[src/rtl/fcd_pkg.sv]
// Purpose: shared constants and types for the floppy command decoder
// Assumes: one 50 MHz clock, synchronous active-low reset
// Notes: timing counts are in units of one millisecond time base
package fcd_pkg;
    // Clock and time base
    localparam int CLK_PERIOD_NS = 20;
    localparam int TIME_UNIT_NS = 1000000;
    localparam int UNIT_CYC = TIME_UNIT_NS / CLK_PERIOD_NS;
    // Step interval is STEP_BASE minus the step rate field, in units
    localparam logic [4:0] STEP_BASE = 5'h10;
    // Unload field of zero means the longest interval
    localparam logic [8:0] HUT_MAX = 9'h100;
    localparam logic [8:0] HLT_MAX = 9'h100;
    // Opcodes (low bits; some carry flags in the top bits)
    localparam logic [7:0] OP_SENSE_INT = 8'h08;
    localparam logic [7:0] OP_SPECIFY = 8'h03;
    localparam logic [7:0] OP_SENSE_DRV = 8'h04;
    localparam logic [7:0] OP_SEEK = 8'h0F;
    localparam logic [7:0] OP_CONFIGURE = 8'h13;
    localparam logic [7:0] OP_DUMP = 8'h0E;
    localparam logic [7:0] OP_READ_ID = 8'h0A;
    localparam logic [7:0] OP_PERP = 8'h12;
    localparam logic [7:0] OP_LOCK = 8'h14;
    // Result byte values and field positions
    localparam logic [7:0] STAT_INVALID = 8'h80;
    localparam int ST0_SEEK_END = 5;
    localparam int LOCK_RES_BIT = 4;
    localparam int LOCK_OP_BIT = 7;
    localparam int DIR_OP_BIT = 6;
    localparam int PERP_OW_BIT = 7;
    localparam int DUMP_LEN = 10;
    localparam int READ_ID_LEN = 7;
    // Reset values
    localparam logic [3:0] RST_SRT = 4'h0;
    localparam logic [3:0] RST_HUT = 4'h0;
    localparam logic [6:0] RST_HLT = 7'h00;
    localparam logic RST_FIFO_DIS = 1'b1;
    localparam logic [3:0] RST_FIFO_THR = 4'h0;
    // Decoded command kinds
    typedef enum logic [3:0] {
        C_SENSE_INT, C_SPECIFY, C_SENSE_DRV, C_SEEK, C_RSEEK,
        C_CONFIGURE, C_DUMP, C_READ_ID, C_PERP, C_LOCK, C_INVALID
    } fcd_cmd_t;
    typedef enum logic [2:0] {
        S_IDLE, S_PARAM, S_EXEC, S_SEEK, S_RDID, S_RWSEEK, S_RWLOAD,
        S_RESULT
    } fcd_state_t;
    typedef enum logic [1:0] {
        H_UNLOADED, H_SETTLING, H_LOADED, H_UNLOADING
    } fcd_head_t;
endpackage

[src/rtl/fcd_step_if.sv]
// Purpose: carrier between command decoder and head/step engine
// Assumes: both ends on clock_i
// Notes: seek_req and unload_req are one-cycle pulses, load_req a level
`timescale 1ns/1ns
interface fcd_step_if;
    logic seek_req;
    logic [7:0] start_cyl;
    logic [7:0] target_cyl;
    logic seek_done;
    logic load_req;
    logic unload_req;
    logic head_ready;
    logic [3:0] step_rate;
    logic [3:0] unload_time;
    logic [6:0] load_time;
    modport ctl(output seek_req, start_cyl, target_cyl, load_req,
        unload_req, step_rate, unload_time, load_time,
        input seek_done, head_ready);
    modport eng(input seek_req, start_cyl, target_cyl, load_req,
        unload_req, step_rate, unload_time, load_time,
        output seek_done, head_ready);
endinterface

[src/rtl/fcd_decoder.sv]
// Purpose: command phase interpreter for non-transfer floppy commands
// Assumes: bytes arrive as one-cycle write strobes; results popped by ack
// Notes: data transfer channel is outside; it reports IDs and completion
// Operation
// - Sense interrupt status returns the seek status byte then cylinder.
// - Sense drive status takes a head/drive byte and returns drive state.
// - Seek steps the selected head to the target cylinder, no result.
// - Read ID returns status then the first valid ID's C, H, R and N.
// - An unknown opcode is a no-op that returns one status byte of 80H.
// - Dump reports sectors per cylinder after format, else end of track.
// - Perpendicular drive bits stay internal and never reach select pins.
// - Implied seek before a transfer only when enabled, drive shown busy.
// - Settle and unload times from specify; head held until unload ends.
`timescale 1ns/1ns
module fcd_decoder #(
    parameter int UNIT_CYC = fcd_pkg::UNIT_CYC
) (
    // Clock and reset
    input wire logic clock_i,
    input wire logic nrst_i,
    // Command and result bytes
    input wire logic wr_valid_i,
    input wire logic [7:0] wr_data_i,
    input wire logic rd_ack_i,
    output logic [7:0] rd_data_o,
    output logic res_ready_o,
    output logic cmd_busy_o,
    // Drive sense lines
    input wire logic drive_wprot_i,
    input wire logic drive_ready_i,
    input wire logic drive_track0_i,
    input wire logic drive_two_side_i,
    // Read channel: ID fields seen on the disk
    input wire logic id_valid_i,
    input wire logic [7:0] id_cyl_i,
    input wire logic [7:0] id_head_i,
    input wire logic [7:0] id_rec_i,
    input wire logic [7:0] id_size_i,
    // Transfer channel handshake
    input wire logic rw_start_i,
    input wire logic [1:0] rw_drive_i,
    input wire logic [7:0] rw_cyl_i,
    input wire logic rw_done_i,
    input wire logic rw_format_i,
    input wire logic [7:0] rw_sc_i,
    input wire logic [7:0] rw_eot_i,
    output logic rw_go_o,
    // Drive pins and busy flags
    output logic step_o,
    output logic dir_o,
    output logic head_load_o,
    output logic [3:0] drive_busy_o,
    // Configuration out to the FIFO and data path
    output logic implied_seek_enable_o,
    output logic fifo_disable_o,
    output logic poll_disable_o,
    output logic [3:0] fifo_threshold_o,
    output logic [7:0] precomp_start_track_o,
    output logic non_dma_mode_o,
    output logic lock_o
);
    import fcd_pkg::*;

    typedef struct packed {
        fcd_state_t st;
        fcd_cmd_t op;
        logic [7:0] opb;
        logic [1:0] pidx;
        logic [2:0][7:0] par;
        logic [9:0][7:0] res;
        logic [3:0] rlen;
        logic [3:0][7:0] present_cylinder_number;
        logic [1:0] drv;
        logic head;
        logic [7:0] tgt;
        logic [7:0] st0;
        logic int_pend;
        logic [3:0] busy;
        logic seek_req, load_req, unload_req, rw_go;
        logic [3:0] step_rate_time, head_unload_time;
        logic [6:0] head_load_time;
        logic nd, implied_seek_enable, fifo_disable, poll;
        logic [3:0] thr;
        logic [7:0] precomp_start_track;
        logic lock;
        logic [3:0] perp;
        logic gap, wgate;
        logic [7:0] sc_eot;
        logic rdy, cbsy;
    } fcd_ctl_t;

    fcd_ctl_t r, n;
    fcd_step_if sif();

    // Opcode to command kind
    function automatic fcd_cmd_t cmd_decode(input logic [7:0] b);
        if (b == OP_SENSE_INT) return C_SENSE_INT;
        if (b == OP_SPECIFY) return C_SPECIFY;
        if (b == OP_SENSE_DRV) return C_SENSE_DRV;
        if (b == OP_SEEK) return C_SEEK;
        if (b[7] && {1'b0, b[5:0]} == OP_SEEK[6:0]) return C_RSEEK;
        if (b == OP_CONFIGURE) return C_CONFIGURE;
        if (b == OP_DUMP) return C_DUMP;
        if ({b[7], b[5:0]} == {1'b0, OP_READ_ID[5:0]}) return C_READ_ID;
        if (b == OP_PERP) return C_PERP;
        if (b[6:0] == OP_LOCK[6:0]) return C_LOCK;
        return C_INVALID;
    endfunction

    // Parameter bytes that follow each opcode
    function automatic logic [1:0] param_count(input fcd_cmd_t c);
        case (c)
            C_SPECIFY, C_SEEK, C_RSEEK: return 2'd2;
            C_CONFIGURE: return 2'd3;
            C_SENSE_DRV, C_READ_ID, C_PERP: return 2'd1;
            default: return 2'd0;
        endcase
    endfunction

    // Command sequencing
    always_comb begin
        n = r;
        n.seek_req = 1'b0;
        n.unload_req = 1'b0;
        n.rw_go = 1'b0;
        // Transfer end: remember count kind, start head unload timer
        if (rw_done_i) begin
            n.sc_eot = rw_format_i ? rw_sc_i : rw_eot_i;
            n.unload_req = 1'b1;
        end
        case (r.st)
            S_IDLE: begin
                if (wr_valid_i) begin
                    n.opb = wr_data_i;
                    n.op = cmd_decode(wr_data_i);
                    n.pidx = 2'd0;
                    n.st = (param_count(n.op) == 2'd0) ? S_EXEC : S_PARAM;
                end else if (rw_start_i) begin
                    n.drv = rw_drive_i;
                    n.tgt = rw_cyl_i;
                    // Seek only when enabled and off target
                    if (r.implied_seek_enable && rw_cyl_i != r.present_cylinder_number[rw_drive_i]) begin
                        n.seek_req = 1'b1;
                        n.busy[rw_drive_i] = 1'b1;
                        n.st = S_RWSEEK;
                    end else begin
                        n.st = S_RWLOAD;
                    end
                end
            end
            S_PARAM: begin
                if (wr_valid_i) begin
                    n.par[r.pidx] = wr_data_i;
                    n.pidx = r.pidx + 2'd1;
                    if (n.pidx == param_count(r.op))
                        n.st = S_EXEC;
                end
            end
            S_EXEC: begin
                n.st = S_RESULT;
                n.rlen = 4'd1;
                case (r.op)
                    C_SENSE_INT: begin
                        // No pending seek event reads as invalid
                        if (r.int_pend) begin
                            n.res[0] = r.st0;
                            n.res[1] = r.present_cylinder_number[r.st0[1:0]];
                            n.rlen = 4'd2;
                            n.int_pend = 1'b0;
                        end else begin
                            n.res[0] = STAT_INVALID;
                        end
                    end
                    C_SPECIFY: begin
                        {n.step_rate_time, n.head_unload_time} = r.par[0];
                        {n.head_load_time, n.nd} = r.par[1];
                        n.st = S_IDLE;
                    end
                    C_SENSE_DRV: begin
                        n.res[0] = {1'b0, drive_wprot_i, drive_ready_i,
                            drive_track0_i, drive_two_side_i,
                            r.par[0][2:0]};
                    end
                    C_SEEK, C_RSEEK: begin
                        n.drv = r.par[0][1:0];
                        n.head = r.par[0][2];
                        if (r.op == C_SEEK)
                            n.tgt = r.par[1];
                        else if (r.opb[DIR_OP_BIT])
                            n.tgt = r.present_cylinder_number[r.par[0][1:0]] + r.par[1];
                        else
                            n.tgt = r.present_cylinder_number[r.par[0][1:0]] - r.par[1];
                        n.seek_req = 1'b1;
                        n.busy[r.par[0][1:0]] = 1'b1;
                        n.st = S_SEEK;
                    end
                    C_CONFIGURE: begin
                        n.implied_seek_enable = r.par[1][6];
                        n.fifo_disable = r.par[1][5];
                        n.poll = r.par[1][4];
                        n.thr = r.par[1][3:0];
                        n.precomp_start_track = r.par[2];
                        n.st = S_IDLE;
                    end
                    C_DUMP: begin
                        // Byte 0 leaves first, so drive 0 cylinder is lowest
                        n.res = {r.precomp_start_track,
                            {1'b0, r.implied_seek_enable, r.fifo_disable, r.poll, r.thr},
                            {r.lock, 1'b0, r.perp, r.gap, r.wgate},
                            r.sc_eot, {r.head_load_time, r.nd}, {r.step_rate_time, r.head_unload_time},
                            r.present_cylinder_number[3], r.present_cylinder_number[2], r.present_cylinder_number[1], r.present_cylinder_number[0]};
                        n.rlen = 4'(DUMP_LEN);
                    end
                    C_READ_ID: begin
                        n.drv = r.par[0][1:0];
                        n.head = r.par[0][2];
                        n.st = S_RDID;
                    end
                    C_PERP: begin
                        // Drive bits stay internal, only dumped
                        if (r.par[0][PERP_OW_BIT])
                            n.perp = r.par[0][5:2];
                        n.gap = r.par[0][1];
                        n.wgate = r.par[0][0];
                        n.st = S_IDLE;
                    end
                    C_LOCK: begin
                        n.lock = r.opb[LOCK_OP_BIT];
                        n.res[0] = 8'h00;
                        n.res[0][LOCK_RES_BIT] = r.opb[LOCK_OP_BIT];
                    end
                    default: n.res[0] = STAT_INVALID;
                endcase
            end
            S_SEEK, S_RWSEEK: begin
                if (sif.seek_done) begin
                    n.present_cylinder_number[r.drv] = r.tgt;
                    n.busy[r.drv] = 1'b0;
                    if (r.st == S_SEEK) begin
                        n.st0 = 8'h00;
                        n.st0[ST0_SEEK_END] = 1'b1;
                        n.st0[2:0] = {r.head, r.drv};
                        n.int_pend = 1'b1;
                        n.st = S_IDLE;
                    end else begin
                        n.st = S_RWLOAD;
                    end
                end
            end
            S_RDID: begin
                // First valid ID once the head has settled
                if (sif.head_ready && id_valid_i) begin
                    n.res[6:0] = {id_size_i, id_rec_i, id_head_i,
                        id_cyl_i, 8'h00, 8'h00,
                        {5'h00, r.head, r.drv}};
                    n.rlen = 4'(READ_ID_LEN);
                    n.st = S_RESULT;
                end
            end
            S_RWLOAD: begin
                if (sif.head_ready) begin
                    n.rw_go = 1'b1;
                    n.st = S_IDLE;
                end
            end
            S_RESULT: begin
                // Shift so the next byte is always at the output
                if (rd_ack_i) begin
                    n.res = {8'h00, r.res[9:1]};
                    n.rlen = r.rlen - 4'd1;
                    if (r.rlen == 4'd1)
                        n.st = S_IDLE;
                end
            end
            default: n.st = S_IDLE;
        endcase
        n.load_req = (n.st == S_RDID) || (n.st == S_RWLOAD);
        // Phase flags kept in flops so the pins never glitch
        n.rdy = (n.st == S_RESULT);
        n.cbsy = (n.st != S_IDLE);
    end

    always_ff @(posedge clock_i) begin
        if (!nrst_i) begin
            r <= '0;
            r.step_rate_time <= RST_SRT;
            r.head_unload_time <= RST_HUT;
            r.head_load_time <= RST_HLT;
            r.fifo_disable <= RST_FIFO_DIS;
            r.thr <= RST_FIFO_THR;
        end else begin
            r <= n;
        end
    end

    // Head engine hookup
    assign sif.seek_req = r.seek_req;
    assign sif.start_cyl = r.present_cylinder_number[r.drv];
    assign sif.target_cyl = r.tgt;
    assign sif.load_req = r.load_req;
    assign sif.unload_req = r.unload_req;
    assign sif.step_rate = r.step_rate_time;
    assign sif.unload_time = r.head_unload_time;
    assign sif.load_time = r.head_load_time;

    fcd_stepper #(.UNIT_CYC(UNIT_CYC)) u_stepper (
        .clock_i(clock_i),
        .nrst_i(nrst_i),
        .sif(sif),
        .step_o(step_o),
        .dir_o(dir_o),
        .head_load_o(head_load_o)
    );

    // Outputs straight from state
    assign rd_data_o = r.res[0];
    assign res_ready_o = r.rdy;
    assign cmd_busy_o = r.cbsy;
    assign rw_go_o = r.rw_go;
    assign drive_busy_o = r.busy;
    assign implied_seek_enable_o = r.implied_seek_enable;
    assign fifo_disable_o = r.fifo_disable;
    assign poll_disable_o = r.poll;
    assign fifo_threshold_o = r.thr;
    assign precomp_start_track_o = r.precomp_start_track;
    assign non_dma_mode_o = r.nd;
    assign lock_o = r.lock;

    chk_sense_int: assert property (@(posedge clock_i)
        disable iff (!nrst_i) (r.st == S_EXEC && r.op == C_SENSE_INT &&
        r.int_pend) |=> (r.rlen == 4'd2 && rd_data_o == $past(r.st0)))
        else $error("sense interrupt result wrong");
    chk_drive_status: assert property (@(posedge clock_i)
        disable iff (!nrst_i) (r.st == S_EXEC && r.op == C_SENSE_DRV)
        |=> (r.rlen == 4'd1 && rd_data_o[2:0] == $past(r.par[0][2:0])))
        else $error("drive status result wrong");
    chk_seek_target: assert property (@(posedge clock_i)
        disable iff (!nrst_i) (r.st == S_SEEK && sif.seek_done)
        |=> (r.present_cylinder_number[r.drv] == r.tgt && r.int_pend && r.st == S_IDLE))
        else $error("seek did not land on target");
    chk_read_id: assert property (@(posedge clock_i)
        disable iff (!nrst_i) (r.st == S_RDID && sif.head_ready &&
        id_valid_i) |=> (r.rlen == 4'd7 && r.res[3] == $past(id_cyl_i)))
        else $error("read id result wrong");
    chk_invalid_op: assert property (@(posedge clock_i)
        disable iff (!nrst_i) (r.st == S_EXEC && r.op == C_INVALID)
        |=> (res_ready_o && rd_data_o == STAT_INVALID && r.rlen == 4'd1))
        else $error("invalid opcode result wrong");
    chk_dump_count: assert property (@(posedge clock_i)
        disable iff (!nrst_i) (r.st == S_EXEC && r.op == C_DUMP &&
        !rw_done_i) |=> (r.res[6] == $past(r.sc_eot) && r.rlen == 4'd10))
        else $error("dump count byte wrong");
    chk_seek_busy: assert property (@(posedge clock_i)
        disable iff (!nrst_i) (r.st == S_IDLE && !wr_valid_i &&
        rw_start_i && !r.implied_seek_enable) |=> (r.st == S_RWLOAD &&
        r.busy == $past(r.busy)))
        else $error("implied seek while disabled");
    chk_lock_byte: assert property (@(posedge clock_i)
        disable iff (!nrst_i) (r.st == S_EXEC && r.op == C_LOCK) |=>
        (rd_data_o == {3'h0, $past(r.opb[7]), 4'h0} &&
        lock_o == rd_data_o[4]))
        else $error("lock result wrong");
    chk_config: assert property (@(posedge clock_i)
        disable iff (!nrst_i) (r.st == S_EXEC && r.op == C_CONFIGURE)
        |=> (fifo_threshold_o == $past(r.par[1][3:0]) &&
        precomp_start_track_o == $past(r.par[2])))
        else $error("configure fields not stored");
endmodule

[src/rtl/fcd_stepper.sv]
// Purpose: step pulse generator and head load/settle/unload timing
// Assumes: one time-base tick every UNIT_CYC clocks
// Notes: step_o is one clock wide; spacing set by the step rate
`timescale 1ns/1ns
module fcd_stepper #(
    parameter int UNIT_CYC = fcd_pkg::UNIT_CYC
) (
    // Clock and reset
    input wire logic clock_i,
    input wire logic nrst_i,
    // Decoder side
    fcd_step_if.eng sif,
    // Drive pins
    output logic step_o,
    output logic dir_o,
    output logic head_load_o
);
    import fcd_pkg::*;

    initial begin
        if (UNIT_CYC < 2 || UNIT_CYC >= (1 << 24))
            $error("fcd_stepper: UNIT_CYC out of range");
    end

    typedef struct packed {
        logic [23:0] pre;
        logic tick;
        logic moving;
        logic [7:0] cur;
        logic [7:0] tgt;
        logic [4:0] scnt;
        fcd_head_t hst;
        logic [8:0] hcnt;
        logic step;
        logic dir;
        logic done;
        logic hl;
    } fcd_stp_t;

    fcd_stp_t r, n;

    // Step, settle and unload sequencing
    always_comb begin
        n = r;
        n.step = 1'b0;
        n.done = 1'b0;
        n.tick = (r.pre == 24'(UNIT_CYC - 1));
        n.pre = n.tick ? 24'h000000 : r.pre + 24'h000001;
        if (sif.seek_req) begin
            n.moving = 1'b1;
            n.cur = sif.start_cyl;
            n.tgt = sif.target_cyl;
            n.scnt = 5'h00;
        end else if (r.moving) begin
            if (r.cur == r.tgt) begin
                n.moving = 1'b0;
                n.done = 1'b1;
            end else if (r.scnt == 5'h00) begin
                // Step now, then wait the programmed interval
                n.step = 1'b1;
                n.dir = (r.tgt > r.cur);
                n.cur = (r.tgt > r.cur) ? r.cur + 8'h01 : r.cur - 8'h01;
                n.scnt = STEP_BASE - {1'b0, sif.step_rate};
            end else if (r.tick) begin
                n.scnt = r.scnt - 5'h01;
            end
        end
        // Head loads on demand, stays loaded until unload time ends
        case (r.hst)
            H_UNLOADED: begin
                if (sif.load_req) begin
                    n.hst = H_SETTLING;
                    n.hcnt = (sif.load_time == 7'h00) ? HLT_MAX :
                        {1'b0, sif.load_time, 1'b0};
                end
            end
            H_SETTLING: begin
                if (r.hcnt == 9'h000)
                    n.hst = H_LOADED;
                else if (r.tick)
                    n.hcnt = r.hcnt - 9'h001;
            end
            H_LOADED: begin
                if (sif.unload_req) begin
                    n.hst = H_UNLOADING;
                    n.hcnt = (sif.unload_time == 4'h0) ? HUT_MAX :
                        {1'b0, sif.unload_time, 4'h0};
                end
            end
            H_UNLOADING: begin
                // A new request reuses the loaded head, no settle
                if (sif.load_req)
                    n.hst = H_LOADED;
                else if (r.hcnt == 9'h000)
                    n.hst = H_UNLOADED;
                else if (r.tick)
                    n.hcnt = r.hcnt - 9'h001;
            end
            default: n.hst = H_UNLOADED;
        endcase
        // Load pin from a flop, tracks the head state one for one
        n.hl = (n.hst != H_UNLOADED);
    end

    always_ff @(posedge clock_i) begin
        if (!nrst_i)
            r <= '0;
        else
            r <= n;
    end

    assign sif.seek_done = r.done;
    assign sif.head_ready = (r.hst == H_LOADED) && sif.load_req;
    assign step_o = r.step;
    assign dir_o = r.dir;
    assign head_load_o = r.hl;

    // Two steps never come on adjacent clocks
    chk_step_spacing: assert property (@(posedge clock_i)
        disable iff (!nrst_i) r.step |=> !r.step)
        else $error("step pulses too close");
    // Head is only dropped once the unload count has run out
    chk_unload_hold: assert property (@(posedge clock_i)
        disable iff (!nrst_i) $fell(head_load_o) |->
        ($past(r.hst) == H_UNLOADING && $past(r.hcnt) == 9'h000))
        else $error("head unloaded early");
endmodule

[config.mk]
export PLATFORM = sky130hd
export DESIGN_NAME = fcd_decoder
export DESIGN_NICKNAME = d
export VERILOG_FILES = /design/src/rtl/fcd_pkg.sv /design/src/rtl/fcd_step_if.sv /design/src/rtl/fcd_decoder.sv /design/src/rtl/fcd_stepper.sv
export SDC_FILE = /design/constraint.sdc
export NUM_CORES = 1
export LEC_CHECK = 0
export BUFFER_PORTS_ARGS = -buffer_cell sky130_fd_sc_hd__buf_2
export CAP_MARGIN = 20
export CORE_MARGIN = 1.5
export CORE_UTILIZATION = 23
export CTS_BUF_LIST = sky130_fd_sc_hd__clkbuf_4
export CTS_CLUSTER_DIAMETER = 40
export DETAILED_ROUTE_END_ITERATION = 10
export PLACE_DENSITY = 0.46
export SLEW_MARGIN = 0
export SYNTH_ARGS = -nofsm -noshare
export SYNTH_HDL_FRONTEND = slang
export SYNTH_SLANG_ARGS = --single-unit
[constraint.sdc]
create_clock -name clock_i -period 5.26 [get_ports clock_i]
set_clock_uncertainty 0.1 [all_clocks]
set_input_delay 0.526 -clock clock_i [delete_from_list [all_inputs] [get_ports clock_i]]
set_output_delay 0.526 -clock clock_i [all_outputs]
set_load 0.05 [all_outputs]
==> out/qor.yml <==
synth:
  async_flop_share_pct: 0
  synth_top_flop_cell: "dfxtp_1"
  syn-num-nets: 1887
  syn_inst: 1776
  netlist_area_mm2: 0.0149
  ys_ff_latch: 285
  ys.warnings.count: 0
  synth-edff-count: 0
  seq_area_frac_synth_pct: 38.4
  syn_area_per_cell_um2: 8.37
  synth_cell_type_count: 89
place:
  dp_slack_ns: 1.68
  gp_congestion: 0.856
  dp_hpwl_um: 35900
  portBuffers: 112
  place_area_mm2: 0.0160
worst_setup_path:
  critPathRequiredTime_ns: 5.79
  worstPathMaxFanout: 7
  worstSetupStartpointType: "flip-flop"
  criticalPathCategory: "flip-flop to flip-flop"
  critPathCaptureType: "flip-flop"
  cp.arrival_ns: 4.16
sta:
  hold_ws_ns: 0.0710
  period_share_pct: 69.0
  final_max_slew_viol_count: 0
  final-hold-violation-count: 0
  max_slew_margin_pct: 29.4
  setup_ws_ns: 1.63
  rsz0062_at_grt: "false"
  fin_tns_setup_ns: 0
  fmax_ghz: 0.275
  finalSetupViolations: 0
  fin_crit_ns: 3.63
  worst_pin_slew_ns: 1.05
run:
  maxCapViolCount: 0
cts:
  htree_num_levels: 3
  clk_path_buf_depth: 3
  cts_buffers: 86
  cts.sink_count: 285
  cts-root-buf: "clkbuf_4"
  clk_latency_ns: 0.80
  cts.repair.resized: 0
  cts_tree: "done"
  clkTransAtPathRegs_ns: 0.06
floorplan:
  die_area_mm2: 0.0662
  initial_core_util_pct: 23.2
  design.core.area_mm2: 0.0642
  die_w_um: 257
  rows: 93
  pin_count: 113
  die_y_um: 257
routing:
  post_drt_wl_per_cell_um: 18.4
  avgViaCountPerCell: 4.94
  vias: 13800
  route.detailed.drc: 0
  routed_wl_um: 51200
  dr.pass1.iters: 5
  ant_nets: 0
  drtIter0Drc: 1057
global_routing:
  grt_usage_pct: 15.1
  grt_pass1_vias: 13200
  grt_pass1_wl_um: 78600
  antenna_found_initial: 4
  grt_max_degree: 120
  grt_overflow: 0
cells_and_area:
  stdcell_area_mm2: 0.0174
  area_delta_synth_final_pct: 17.3
  fill_cells: 6991
  drive_above_1_share_pct: 16.2
  fin_nets: 1987
power:
  leakage_nw: 6.38
  ir_drop_mv: 0.172
  power_density_mw_per_mm2: 398
  p_total_w: 0.00695
status:
  status: "complete, no violations"
hold_path:
  hp-class: "primary input to flip-flop"
[cell families (layout without fill, tap and decap cells)]
logic type	count (synthesis)	in the layout	synth area share (%)
multiplexers	107	107	9.31
AND/OR/NAND/NOR	661	661	20.4
buffers and inverters	203	358	5.94
AO/OA/AOI/OAI	440	440	20.3
adder cells (fa/ha/maj)	33	33	2.88
other	0	5	0
flip-flops	285	285	38.4
XOR/XNOR	47	47	2.77
[state kept, by name, indices dropped and copies added, names as in the netlist, 4 cells and up]
name                   cells
sif.step_rate              4
precomp_start_track_o      8
fifo_threshold_o           4
sif.load_time              7
drive_busy_o               4
u_stepper.r               58
r                        165
sif.target_cyl             8
sif.unload_time            4
rd_data_o                  8
[Yosys cell counts, drive strengths merged (12+ instances only)]
master | number | area [µm²]
a211oi | 44 | 330
a21oi | 129 | 646
a22oi | 55 | 413
a311oi | 52 | 455
buf | 51 | 312
clkbuf | 106 | 399
dfxtp | 285 | 5710
ha | 31 | 388
inv | 44 | 165
mux2i | 73 | 731
mux4 | 24 | 541
nand2 | 200 | 751
nand3 | 64 | 320
nand4 | 12 | 75.1
nor2 | 244 | 921
nor3 | 32 | 165
nor4 | 12 | 75.1
o211ai | 12 | 95.1
o21ai | 47 | 239
or3 | 12 | 75.1
xnor2 | 26 | 228
xor2 | 21 | 184
[what timing repair did]
action                                 CTS  global route
endpoints found under the hold margin   48             0
hold buffers                            38             0
setup buffers                            0             0
[worst paths after layout]
path / from / endpoint / slack [ns] / cells after the start
worst max-delay path: u_stepper.r[32]$_SDFFE_PN0P_ / u_stepper.r[34]$_SDFFE_PN0P_ / 1.63 / 14
worst min-delay path: rw_cyl_i[2] / sif.target_cyl[2]$_SDFFE_PN0P_ / 0.07 / 3
worst max register to register: u_stepper.r[32]$_SDFFE_PN0P_ / u_stepper.r[34]$_SDFFE_PN0P_ / 1.63 / 14
worst min register to register: r[8]$_SDFFE_PN0P_ / r[166]$_SDFFE_PN0P_ / 0.34 / 2
[area by class of cell]
type	count	area, µm²	share of cell area [%]
clock buffer	117	878	5.03
inverter	46	178	1.02
clock inverter	26	151	0.868
sequential	285	5710	32.7
multi-input combinational	1288	8310	47.6
antenna	5	12.5	0.0717
tap	855	1070	6.13
timing repair buffer	169	1140	6.54
[worst max-delay path, cell delays in order (launching register included)]
cell,delay (ns)
dfxtp_1,0.37
inv_1,0.06
ha_1,0.29
or3_1,0.37
o21ai_0,0.12
a211oi_1,0.12
nor2_1,0.46
inv_2,0.12
fa_1,0.46
nor2b_1,0.17
o21a_1,0.15
o21ai_0,0.10
and4b_1,0.22
o31ai_1,0.26
a311oi_1,0.12
[placed cells by master (no fill, tap or decap), types with 12 or more instances in the layout]
master	instances
xor2_1	21
mux2i_1	73
buf_4	14
clkbuf_4	117
mux4_2	24
nor2_1	240
a21oi_1	128
nor4_1	12
nand3_1	64
a311oi_1	52
inv_1	41
nand4_1	12
dlygate4sd3_1	38
buf_2	113
o21ai_0	37
ha_1	31
dfxtp_1	285
a211oi_1	44
xnor2_1	26
or3_1	12
clkinv_1	18
nor3_1	31
nand2_1	200
a22oi_1	55
[per-layer routing]
layer,share of wire [%],vias to the layer above,global-route usage (%)
met5,0,-,0
met4,2.7,0,5.07
met3,5.8,96,3.23
met2,46,393,23.7
met1,46,6620,20.4
li1,-,6679,-
[metrics by stage]
step	utilization (%)	std cells
floorplan	-	1776
global placement	24.8	2599
detailed placement	24.9	2601
CTS	27.1	2782
global route	27.2	2789
finish	27.2	2791
[power by group]
| part | switching, W | leakage, nW | internal [W] |
|---|---|---|---|
| Sequential | 0.000412 | 2.31 | 0.00246 |
| Combinational | 0.00125 | 3.46 | 0.000731 |
| Clock | 0.00102 | 0.606 | 0.00108 |
| Total | 0.00269 | 6.38 | 0.00427 |
Power figures use the tool's default switching activity.
